===== config.mk =====
export PLATFORM = sky130hd
export DESIGN_NAME = hqd_stop_select
export DESIGN_NICKNAME = d
export VERILOG_FILES = /design/src/hqd_pkg.sv /design/src/hqd_reaction_decode.sv /design/src/hqd_cur_limit.sv /design/src/hqd_stop_select.sv
export VERILOG_INCLUDE_DIRS = /design/src
export SDC_FILE = /design/constraint.sdc
export NUM_CORES = 1
export LEC_CHECK = 0
export BUFFER_PORTS_ARGS = -buffer_cell sky130_fd_sc_hd__buf_2
export CAP_MARGIN = 20
export CORE_AREA = 2 2 206 208
export CTS_CLUSTER_SIZE = 8
export DETAILED_ROUTE_END_ITERATION = 6
export DIE_AREA = 0 0 208 210
export GPL_TIMING_DRIVEN = 1
export PLACE_DENSITY = 0.56
export SLEW_MARGIN = 5
export SYNTH_ARGS = -nofsm -noshare
export SYNTH_HDL_FRONTEND = slang
export SYNTH_HIERARCHICAL = 1
export SYNTH_SLANG_ARGS = --single-unit

===== constraint.sdc =====
create_clock -name i_clk -period 4.7 [get_ports i_clk]
set_input_delay 0.47 -clock i_clk [delete_from_list [all_inputs] [get_ports i_clk]]
set_output_delay 0.47 -clock i_clk [all_outputs]
set_load 0.05 [all_outputs]

===== src/hqd_defines.svh =====
`ifndef HQD_DEFINES_SVH
`define HQD_DEFINES_SVH

// Parameter addresses
`define HQD_OFS_QS_RAMP    16'h0624
`define HQD_OFS_HALT_SEL   16'h062e
`define HQD_OFS_QS_SEL     16'h0630
`define HQD_OFS_QS_CUR     16'h110a
`define HQD_OFS_HALT_CUR   16'h110c

// Halt reaction codes
`define HQD_HALT_DECEL     16'h0001
`define HQD_HALT_TORQUE    16'h0003
`define HQD_HALT_SEL_RST   16'h0003

// Quick stop reaction codes, signed 16 bit
`define HQD_QS_TORQUE_FLT  16'hfffe
`define HQD_QS_DECEL_FLT   16'hffff
`define HQD_QS_DECEL_QSA   16'h0006
`define HQD_QS_TORQUE_QSA  16'h0007
`define HQD_QS_SEL_RST     16'h0007

// Quick stop ramp in RPM/s
`define HQD_QS_RAMP_RST    32'h00001770
`define HQD_QS_RAMP_MIN    32'h000000c8
`define HQD_QS_RAMP_MAX    32'h002dc6c0

// Error classes that start a quick stop
`define HQD_ERR_CLASS1     3'h1
`define HQD_ERR_CLASS2     3'h2

// Operating state codes shown after a quick stop
`define HQD_OPST_NONE      4'h0
`define HQD_OPST_QS_ACTIVE 4'h7
`define HQD_OPST_FAULT     4'h9

`endif


===== src/hqd_pkg.sv =====
`default_nettype none
package hqd_pkg;

  // Stop sequencer states
  typedef enum logic [2:0] {
    ST_IDLE       = 3'b000,
    ST_HALT_DECEL = 3'b001,
    ST_HALT_HOLD  = 3'b010,
    ST_QS_DECEL   = 3'b011,
    ST_QS_HOLD    = 3'b100,
    ST_FAULT      = 3'b101
  } hqd_mode_type;

  // State of the main block
  typedef struct packed {
    hqd_mode_type mode;
    logic [15:0]  halt_sel;
    logic [15:0]  qs_sel;
    logic [31:0]  qs_ramp;
    logic [31:0]  qs_ramp_act;
    logic         ack;
    logic         err;
    logic [31:0]  rdata;
    logic         resume;
    logic         decel_use_ramp;
    logic [31:0]  decel_value;
    logic [15:0]  cur_lim;
  } hqd_main_type;

  // State of one current limit
  typedef struct packed {
    logic        init_done;
    logic [15:0] value;
  } hqd_cur_type;

endpackage : hqd_pkg
`default_nettype wire


===== src/hqd_reaction_decode.sv =====
`default_nettype none
`include "hqd_defines.svh"
module hqd_reaction_decode
  import hqd_pkg::*;
(
  input  wire logic [15:0] i_code,
  input  wire logic        i_is_qs,
  output logic             o_valid,
  output logic             o_use_ramp,
  output logic             o_to_fault
);

  // Classify one reaction code of either selector
  always_comb begin
    o_valid    = 1'b0;
    o_use_ramp = 1'b0;
    o_to_fault = 1'b0;
    if (i_is_qs) begin
      unique case (i_code)
        `HQD_QS_TORQUE_FLT: begin
          o_valid    = 1'b1;
          o_to_fault = 1'b1;
        end
        `HQD_QS_DECEL_FLT: begin
          o_valid    = 1'b1;
          o_use_ramp = 1'b1;
          o_to_fault = 1'b1;
        end
        `HQD_QS_DECEL_QSA: begin
          o_valid    = 1'b1;
          o_use_ramp = 1'b1;
        end
        `HQD_QS_TORQUE_QSA: begin
          o_valid    = 1'b1;
        end
        default: begin
          o_valid    = 1'b0;
        end
      endcase
    end else begin
      unique case (i_code)
        `HQD_HALT_DECEL: begin
          o_valid    = 1'b1;
          o_use_ramp = 1'b1;
        end
        `HQD_HALT_TORQUE: begin
          o_valid    = 1'b1;
        end
        default: begin
          o_valid    = 1'b0;
        end
      endcase
    end
  end

endmodule : hqd_reaction_decode
`default_nettype wire


===== src/hqd_cur_limit.sv =====
`default_nettype none
module hqd_cur_limit
  import hqd_pkg::*;
(
  input  wire logic        i_clk,
  input  wire logic        i_rst,
  input  wire logic        i_ce,
  input  wire logic [15:0] i_motor_imax,
  input  wire logic [15:0] i_stage_imax,
  input  wire logic        i_wr,
  input  wire logic [15:0] i_wdata,
  output logic      [15:0] o_value,
  output logic      [15:0] o_max
);

  hqd_cur_type s_q;
  hqd_cur_type s_d;

  // Ceiling is the lower of motor and power stage peak current
  assign o_max   = (i_motor_imax < i_stage_imax) ? i_motor_imax
                                                 : i_stage_imax;
  assign o_value = s_q.value;

  // Load default after reset, take legal writes, clamp to the ceiling
  always_comb begin
    s_d = s_q;
    if (!s_q.init_done) begin
      s_d.init_done = 1'b1;
      s_d.value     = o_max;
    end else if (i_wr && (i_wdata <= o_max)) begin
      s_d.value     = i_wdata;
    end else if (s_q.value > o_max) begin
      s_d.value     = o_max;
    end
  end

  // State register, frozen while the enable is low
  always_ff @(posedge i_clk) begin
    if (i_rst) begin
      s_q <= '0;
    end else if (i_ce) begin
      s_q <= s_d;
    end
  end

endmodule : hqd_cur_limit
`default_nettype wire


===== src/hqd_stop_select.sv =====
// Functional notes
// RULE1 - Halt code 1 ramp, 3 torque; default 3
// RULE2 - Ramp honoured only with velocity profile modes
// RULE3 - No profile mode: torque ramp always
// RULE4 - Halt ramp reuses profile deceleration value
// RULE5 - Selector and current changes act immediately
// RULE6 - Quick stop by command or class 1/2
// RULE7 - After quick stop: state 7 or 9
// RULE8 - Codes -2 torque, -1 ramp, end Fault
// RULE9 - Codes 6 ramp, 7 torque; stay; default 7
// RULE10 - Quick stop ramp 200..3000000, default 6000
// RULE11 - New quick stop ramp from next movement
// RULE12 - Stop currents unsigned, 0.01 A steps
// RULE13 - Current ceiling and default from motor/stage
// RULE14 - Torque ramp uses its own current limit
// RULE15 - Withdrawn halt: stop, then resume velocity
// RULE16 - Halt by configured input or command
// RULE17 - Quick stop overrides a running halt
`default_nettype none
`include "hqd_defines.svh"
module hqd_stop_select
  import hqd_pkg::*;
(
  input  wire logic        i_clk,
  input  wire logic        i_rst,
  input  wire logic        i_ce,
  // Parameter access
  input  wire logic        i_par_wr,
  input  wire logic        i_par_rd,
  input  wire logic [15:0] i_par_addr,
  input  wire logic [31:0] i_par_wdata,
  output logic      [31:0] o_par_rdata,
  output logic             o_par_ack,
  output logic             o_par_err,
  // Stop requests
  input  wire logic        i_halt_in,
  input  wire logic        i_halt_in_en,
  input  wire logic        i_fb_halt,
  input  wire logic        i_fb_qstop,
  input  wire logic        i_err_valid,
  input  wire logic [2:0]  i_err_class,
  input  wire logic        i_qs_leave,
  input  wire logic        i_fault_reset,
  // Drive context
  input  wire logic        i_profile_mode,
  input  wire logic        i_standstill,
  input  wire logic        i_move_start,
  input  wire logic [31:0] i_profile_decel,
  input  wire logic [15:0] i_motor_imax,
  input  wire logic [15:0] i_stage_imax,
  // Stop reaction
  output logic             o_decel_active,
  output logic             o_decel_use_ramp,
  output logic      [31:0] o_decel_value,
  output logic      [15:0] o_current_limit,
  output logic             o_halt_active,
  output logic             o_qs_active,
  output logic             o_resume,
  output logic      [3:0]  o_op_state
);

  localparam hqd_main_type MAIN_RST = '{
    mode:        ST_IDLE,
    halt_sel:    `HQD_HALT_SEL_RST,
    qs_sel:      `HQD_QS_SEL_RST,
    qs_ramp:     `HQD_QS_RAMP_RST,
    qs_ramp_act: `HQD_QS_RAMP_RST,
    default:     '0
  };

  hqd_main_type s_q;
  hqd_main_type s_d;

  logic        halt_req;
  logic        qs_req;
  logic        halt_ramp;
  logic        qs_ramp;
  logic        qs_fault;
  logic        wcode_ok;
  logic        ramp_ok;
  logic        acc;
  logic        wr_halt_cur;
  logic        wr_qs_cur;
  logic [15:0] halt_cur;
  logic [15:0] qs_cur;
  logic [15:0] halt_cur_max;
  logic [15:0] qs_cur_max;

  // Request sources
  assign halt_req = (i_halt_in_en && i_halt_in) || i_fb_halt; // see RULE16
  assign qs_req   = i_fb_qstop ||
                    (i_err_valid && ((i_err_class == `HQD_ERR_CLASS1) ||
                                     (i_err_class == `HQD_ERR_CLASS2)));
                                     // see RULE6

  // Write checks and current limit strobes
  assign acc         = i_par_wr || i_par_rd;
  assign ramp_ok     = (i_par_wdata >= `HQD_QS_RAMP_MIN) &&
                       (i_par_wdata <= `HQD_QS_RAMP_MAX); // see RULE10
  assign wr_halt_cur = i_par_wr && (i_par_addr == `HQD_OFS_HALT_CUR) &&
                       (i_par_wdata[31:16] == 16'h0000);
  assign wr_qs_cur   = i_par_wr && (i_par_addr == `HQD_OFS_QS_CUR) &&
                       (i_par_wdata[31:16] == 16'h0000);

  // Live decode of the halt selector
  hqd_reaction_decode u_halt_dec (
    .i_code     (s_q.halt_sel),
    .i_is_qs    (1'b0),
    .o_valid    (),
    .o_use_ramp (halt_ramp),
    .o_to_fault ()
  );

  // Live decode of the quick stop selector
  hqd_reaction_decode u_qs_dec (
    .i_code     (s_q.qs_sel),
    .i_is_qs    (1'b1),
    .o_valid    (),
    .o_use_ramp (qs_ramp),
    .o_to_fault (qs_fault)
  );

  // Legality of a code being written
  hqd_reaction_decode u_wr_dec (
    .i_code     (i_par_wdata[15:0]),
    .i_is_qs    (i_par_addr == `HQD_OFS_QS_SEL),
    .o_valid    (wcode_ok),
    .o_use_ramp (),
    .o_to_fault ()
  );

  // Halt current limit, 0.01 A steps, ceiling from motor and stage
  hqd_cur_limit u_halt_cur ( // see RULE12 see RULE13
    .i_clk        (i_clk),
    .i_rst        (i_rst),
    .i_ce         (i_ce),
    .i_motor_imax (i_motor_imax),
    .i_stage_imax (i_stage_imax),
    .i_wr         (wr_halt_cur),
    .i_wdata      (i_par_wdata[15:0]),
    .o_value      (halt_cur),
    .o_max        (halt_cur_max)
  );

  // Quick stop current limit
  hqd_cur_limit u_qs_cur ( // see RULE12 see RULE13
    .i_clk        (i_clk),
    .i_rst        (i_rst),
    .i_ce         (i_ce),
    .i_motor_imax (i_motor_imax),
    .i_stage_imax (i_stage_imax),
    .i_wr         (wr_qs_cur),
    .i_wdata      (i_par_wdata[15:0]),
    .o_value      (qs_cur),
    .o_max        (qs_cur_max)
  );

  // Parameter access, stop sequencer and reaction outputs
  always_comb begin
    s_d        = s_q;
    s_d.ack    = acc;
    s_d.err    = 1'b0;
    s_d.resume = 1'b0;
    if (acc) begin
      s_d.rdata = 32'h00000000;
    end
    // Parameter access, write wins when both strobes are high
    if (acc) begin
      unique case (i_par_addr)
        `HQD_OFS_QS_RAMP: begin
          if (i_par_wr) begin
            if (ramp_ok) begin
              s_d.qs_ramp = i_par_wdata;
            end else begin
              s_d.err = 1'b1;
            end
          end else begin
            s_d.rdata = s_q.qs_ramp;
          end
        end
        `HQD_OFS_HALT_SEL: begin
          if (i_par_wr) begin
            if (wcode_ok && (i_par_wdata[31:16] == 16'h0000)) begin
              s_d.halt_sel = i_par_wdata[15:0]; // see RULE1 see RULE5
            end else begin
              s_d.err = 1'b1;
            end
          end else begin
            s_d.rdata = {16'h0000, s_q.halt_sel};
          end
        end
        `HQD_OFS_QS_SEL: begin
          if (i_par_wr) begin
            if (wcode_ok && (i_par_wdata[31:16] == 16'h0000)) begin
              s_d.qs_sel = i_par_wdata[15:0]; // see RULE9 see RULE5
            end else begin
              s_d.err = 1'b1;
            end
          end else begin
            s_d.rdata = {16'h0000, s_q.qs_sel};
          end
        end
        `HQD_OFS_HALT_CUR: begin
          if (i_par_wr) begin
            s_d.err = !wr_halt_cur || (i_par_wdata[15:0] > halt_cur_max);
          end else begin
            s_d.rdata = {16'h0000, halt_cur};
          end
        end
        `HQD_OFS_QS_CUR: begin
          if (i_par_wr) begin
            s_d.err = !wr_qs_cur || (i_par_wdata[15:0] > qs_cur_max);
          end else begin
            s_d.rdata = {16'h0000, qs_cur};
          end
        end
        default: begin
          s_d.err = 1'b1;
        end
      endcase
    end
    // Quick stop ramp is taken over only when a movement starts
    if (i_move_start) begin
      s_d.qs_ramp_act = s_q.qs_ramp; // see RULE11
    end
    // Stop sequencer
    unique case (s_q.mode)
      ST_IDLE: begin
        if (qs_req) begin
          s_d.mode = ST_QS_DECEL; // see RULE6
        end else if (halt_req) begin
          s_d.mode = ST_HALT_DECEL;
        end
      end
      ST_HALT_DECEL: begin
        if (qs_req) begin
          s_d.mode = ST_QS_DECEL; // see RULE17
        end else if (i_standstill) begin
          if (halt_req) begin
            s_d.mode = ST_HALT_HOLD;
          end else begin
            s_d.mode   = ST_IDLE; // see RULE15
            s_d.resume = 1'b1;
          end
        end
      end
      ST_HALT_HOLD: begin
        if (qs_req) begin
          s_d.mode = ST_QS_DECEL;
        end else if (!halt_req) begin
          s_d.mode   = ST_IDLE; // see RULE16
          s_d.resume = 1'b1;
        end
      end
      ST_QS_DECEL: begin
        if (i_standstill) begin
          s_d.mode = qs_fault ? ST_FAULT : ST_QS_HOLD; // see RULE7 see RULE8
        end
      end
      ST_QS_HOLD: begin
        if (i_qs_leave) begin
          s_d.mode = ST_IDLE;
        end
      end
      ST_FAULT: begin
        if (i_fault_reset) begin
          s_d.mode = ST_IDLE;
        end
      end
      default: begin
        s_d.mode = ST_IDLE;
      end
    endcase
    // Deceleration method from live settings
    s_d.decel_use_ramp = 1'b0;
    s_d.decel_value    = 32'h00000000;
    s_d.cur_lim        = 16'h0000;
    if (s_q.mode == ST_HALT_DECEL) begin
      s_d.decel_use_ramp = i_profile_mode && halt_ramp; // see RULE2 see RULE3
      s_d.decel_value    = i_profile_decel; // see RULE4
      s_d.cur_lim        = halt_cur; // see RULE14
    end else if (s_q.mode == ST_QS_DECEL) begin
      s_d.decel_use_ramp = i_profile_mode && qs_ramp; // see RULE2 see RULE3
      s_d.decel_value    = s_q.qs_ramp_act; // see RULE10
      s_d.cur_lim        = qs_cur; // see RULE14
    end
  end

  // State register, frozen while the enable is low
  always_ff @(posedge i_clk) begin
    if (i_rst) begin
      s_q <= MAIN_RST;
    end else if (i_ce) begin
      s_q <= s_d;
    end
  end

  // Outputs
  assign o_par_rdata      = s_q.rdata;
  assign o_par_ack        = s_q.ack;
  assign o_par_err        = s_q.err;
  assign o_resume         = s_q.resume;
  assign o_decel_use_ramp = s_q.decel_use_ramp;
  assign o_decel_value    = s_q.decel_value;
  assign o_current_limit  = s_q.cur_lim;
  assign o_decel_active   = (s_q.mode == ST_HALT_DECEL) ||
                            (s_q.mode == ST_QS_DECEL);
  assign o_halt_active    = (s_q.mode == ST_HALT_DECEL) ||
                            (s_q.mode == ST_HALT_HOLD);
  assign o_qs_active      = (s_q.mode == ST_QS_DECEL) ||
                            (s_q.mode == ST_QS_HOLD);
  assign o_op_state       = (s_q.mode == ST_QS_HOLD) ? `HQD_OPST_QS_ACTIVE :
                            (s_q.mode == ST_FAULT)   ? `HQD_OPST_FAULT :
                                                       `HQD_OPST_NONE;

  // Checks
  a_torque_no_profile: assert property (@(posedge i_clk) disable iff (i_rst)
    (i_ce && !i_profile_mode && ((s_q.mode == ST_HALT_DECEL) ||
     (s_q.mode == ST_QS_DECEL))) |=> !o_decel_use_ramp) // see RULE3
    else $error("ramp used without velocity profile");

  a_halt_profile_ramp: assert property (@(posedge i_clk) disable iff (i_rst)
    (i_ce && i_profile_mode && (s_q.mode == ST_HALT_DECEL) &&
     (s_q.halt_sel == `HQD_HALT_DECEL)) |=>
    (o_decel_use_ramp && (o_decel_value == $past(i_profile_decel))))
    // see RULE4
    else $error("halt ramp not the profile deceleration");

  a_halt_cur_use: assert property (@(posedge i_clk) disable iff (i_rst)
    (i_ce && (s_q.mode == ST_HALT_DECEL)) |=>
    (o_current_limit == $past(halt_cur))) // see RULE14
    else $error("halt torque ramp has wrong current");

  a_qs_cur_use: assert property (@(posedge i_clk) disable iff (i_rst)
    (i_ce && (s_q.mode == ST_QS_DECEL)) |=>
    (o_current_limit == $past(qs_cur))) // see RULE14
    else $error("quick stop torque ramp has wrong current");

  a_qs_err_start: assert property (@(posedge i_clk) disable iff (i_rst)
    (i_ce && (s_q.mode == ST_IDLE) && i_err_valid &&
     ((i_err_class == `HQD_ERR_CLASS1) || (i_err_class == `HQD_ERR_CLASS2)))
    |=> (s_q.mode == ST_QS_DECEL) ##1 o_decel_active) // see RULE6
    else $error("error class 1 or 2 did not start quick stop");

  a_qs_over_halt: assert property (@(posedge i_clk) disable iff (i_rst)
    (i_ce && o_halt_active && qs_req) |=> o_qs_active && !o_halt_active)
    // see RULE17
    else $error("quick stop did not override halt");

  a_qs_end_state: assert property (@(posedge i_clk) disable iff (i_rst)
    (i_ce && (s_q.mode == ST_QS_DECEL) && i_standstill) |=>
    (o_op_state == ($past(qs_fault) ? `HQD_OPST_FAULT
                                    : `HQD_OPST_QS_ACTIVE))) // see RULE7
    else $error("wrong state after quick stop standstill");

  a_ramp_hold: assert property (@(posedge i_clk) disable iff (i_rst)
    !(i_ce && i_move_start) |=> $stable(s_q.qs_ramp_act)) // see RULE11
    else $error("quick stop ramp changed during movement");

  a_halt_resume: assert property (@(posedge i_clk) disable iff (i_rst)
    (i_ce && (s_q.mode == ST_HALT_DECEL) && i_standstill && !halt_req &&
     !qs_req) |=> (o_resume && !o_halt_active)) // see RULE15
    else $error("withdrawn halt did not resume");

  a_sel_immediate: assert property (@(posedge i_clk) disable iff (i_rst)
    (i_ce && i_par_wr && (i_par_addr == `HQD_OFS_HALT_SEL) && wcode_ok &&
     (i_par_wdata[31:16] == 16'h0000)) |=>
    (s_q.halt_sel == $past(i_par_wdata[15:0]))) // see RULE5
    else $error("halt selector write not taken at once");

endmodule : hqd_stop_select
`default_nettype wire


==> impl_results.md <==
- Outcome: complete, no violations
- Worst Reg-to-Reg Cells: 9
- Gr ovfl total: 0
- CTS Sinks: ~220
- R2r endpoint: u_halt_cur/o_value[7]
- Max IR drop VDD: 0.269 mV
- Synthesized cell area: ~0.014 sq mm
- Pint: 0.00347 W
- Power per cell area: 315 mW/mm^2
- DP Area: approximately 0.015 sq mm
- Via density: 5.39
- Crit path time final: around 4.0 ns
- PostCTS Resize Cnt: 0
- Worst r2r src: u_halt_cur/o_value[1]
- TritonRoute pass-1 iters: 7
- Worst Setup End Kind: flip-flop
- Die extent in x: between 200 and 250 microns
- Req. time, crit path: 5.20 ns
- Layout cell share with drive strength beyond 1: 0.218
- Static leakage: roughly 7.1 nW
- Fill cells: between 4000 and 5000
- Drc violations: 0
- Combinational group share of total power: 0.213
- Startpoint Class: primary input
- Final Hold Fails: 0
- Vias in the first global route: 12100
- IO Count: 221
- Area of the multi-input gates: slightly above 0.008 sq mm
- Yosys warns: 6
- Die area: between 0.04 and 0.05 sq mm
- Psw: roughly 0.0015 W
- First-pass GRT wire length: between 60000 and 70000 microns
- Unrepaired setup endpoints after global routing: false
- Vias: between 10000 and 15000
- Final setup vio count: 0
- Reg power frac: 0.392
- Critical path type: in2reg
- Worst Hold Depth: 3
- Post-DP HPWL: approximately 34000 microns
- Setup Fix Bufs, Post-CTS: 0
- Drt wl/cell: ~20 microns
- Max Freq: 0.251 GHz
- Detailed Route WL: 45400 microns
- H-tree Lvls: 1
- Die Y: roughly 210 microns
- Final period utilization: 0.848
- Worst Path Arrival: between 4 and 5 ns
- CTS tree: built
- ANT cells: 0
- R2R Setup Slk: 2.14 ns
- Switching part of the total: 0.305
- Post-route setup TNS: 0 ns
- Hold path endpoint: s_q[134]
- Slew headroom: 0.253
- Clock group share of total power: 0.394
- Core area: around 0.041 sq mm
- Finished Cell Area: around 0.016 sq mm
- Area delta synth->final: 10.9%
- Synth Area per Inst: 8.60 sq um
- Hold WC Path Type: in2reg
- Clock buffer depth: 3
- Worst-Skew Late Latency: 0.56 ns
- Max-slew violations: 0
- GR Util All Layers: 0.201
- DRT antenna net count: 0
- Hold_buf cts: 0
- CTS Buf Count: 31
- Cells after Synth: about 1700
- First-iteration detailed-routing DRC count: roughly 940
- Port Buffers: 220
- Register area: approximately 0.0043 sq mm
- Largest net degree at the start of global routing: 77
- Antenna violations before repair: 0
- CP Max Fanout: 16
- Nets: between 2000 and 2500
- Final Skew: roughly 0.012 ns
- Row count: 75
- Clk slew on worst S/H paths: about 0.050 ns
- Hold Crit Start: i_par_wdata[18]
- Gpl congestion: 0.923
- Starting density of the core: 0.346
- Worst-margin pin slew: roughly 1.1 ns
- Max_cap viols: 0
- Root Buffer Master: clkbuf_16
==> cells in the final DEF (no fill, tap or decap), types with 10 or more instances in the layout <==
cell type	instances
buf_2	219
dfxtp_1	216
a21oi_1	140
nor2_1	138
ha_1	126
inv_1	120
nand2_1	106
mux2i_1	68
nor2b_1	66
mux2_2	56
nand3_1	46
nand4_1	35
o21ai_0	33
clkbuf_16	31
o211ai_1	26
buf_4	21
o21a_1	20
o22ai_1	17
a221oi_1	17
a22oi_1	16
a222oi_1	16
a21o_1	16
a32o_1	16
and2_1	14
nor4_1	13
nor3_1	13
mux2_4	10
==> power by group through the flow <==
| stage | sequential, W | clock (W) | combinational [W] |
|---|---|---|---|
| CTS | 0.00196 | 0.00203 | 0.00106 |
| detailed placement | 0.00200 | 0 | 0.00106 |
| finish | 0.00196 | 0.00197 | 0.00107 |
| global route | 0.00197 | 0.00210 | 0.00117 |
| floorplan | 0.00196 | 0 | 0.000779 |
| global placement | 0.00200 | 0 | 0.00103 |
==> per-stage QoR <==
| step | cells | worst slack (ns) | utilization | hold WS (ns) | power, W |
|---|---|---|---|---|---|
| 3_5_place_dp | 2257 | 0.141 | 0.363 | 0.445 | 0.00306 |
| 5_1_grt | 2293 | 0.438 | 0.383 | 0.199 | 0.00524 |
| 3_3_place_gp | 2255 | 0.236 | 0.363 | 0.441 | 0.00303 |
| 2_1_floorplan | 1669 | 0.807 | - | 0.433 | 0.00274 |
| 6_report | 2293 | 0.713 | 0.383 | 0.210 | 0.00500 |
| 4_1_cts | 2293 | 0.722 | 0.383 | 0.170 | 0.00505 |
==> worst max path at each step <==
stage / start / to / depth (start not counted)
final: i_stage_imax[5] / u_halt_cur/o_value[7] / 19
after global placement: i_stage_imax[5] / u_halt_cur/o_value[8] / 19
after detailed placement: i_stage_imax[5] / u_halt_cur/o_value[8] / 19
after CTS: i_stage_imax[5] / u_halt_cur/o_value[8] / 19
after floorplan: i_stage_imax[11] / u_qs_cur/o_value[7] / 19
after global routing: i_stage_imax[5] / u_halt_cur/o_value[10] / 19
==> layout make-up <==
cell class | instances | share of cell area
clock buffers | 34 | 0.0502
clock inverters | 2 | 0.000866
inverters | 122 | 0.0288
multi-input cells | 1135 | 0.521
flip-flops and latches | 217 | 0.274
well taps | 539 | 0.0425
repair buffers | 244 | 0.0836
==> critical path, stage by stage <==
cell and delay [ns]:
buf_2 0.12, inv_1 0.08, ha_1 0.30, a211oi_1 0.25, a21oi_1 0.10, a21oi_1 0.20
nand2b_1 0.33, buf_4 0.22, nand3_1 0.10, o21a_1 0.17, ha_1 0.31, nor2b_1 0.14
o211ai_1 0.13, a2111oi_0 0.54, a211oi_1 0.14, o21bai_1 0.26, and3b_1 0.19, buf_4 0.22
a32o_1 0.19
==> layer usage <==
metal,share of wire,vias up,global-route usage
met5,0,-,0
met1,0.44,5896,0.256
met2,0.48,389,0.347
met4,0.030,0,0.0695
li1,-,6006,-
met3,0.053,75,0.0295
(Power assumes the default switching activity.)
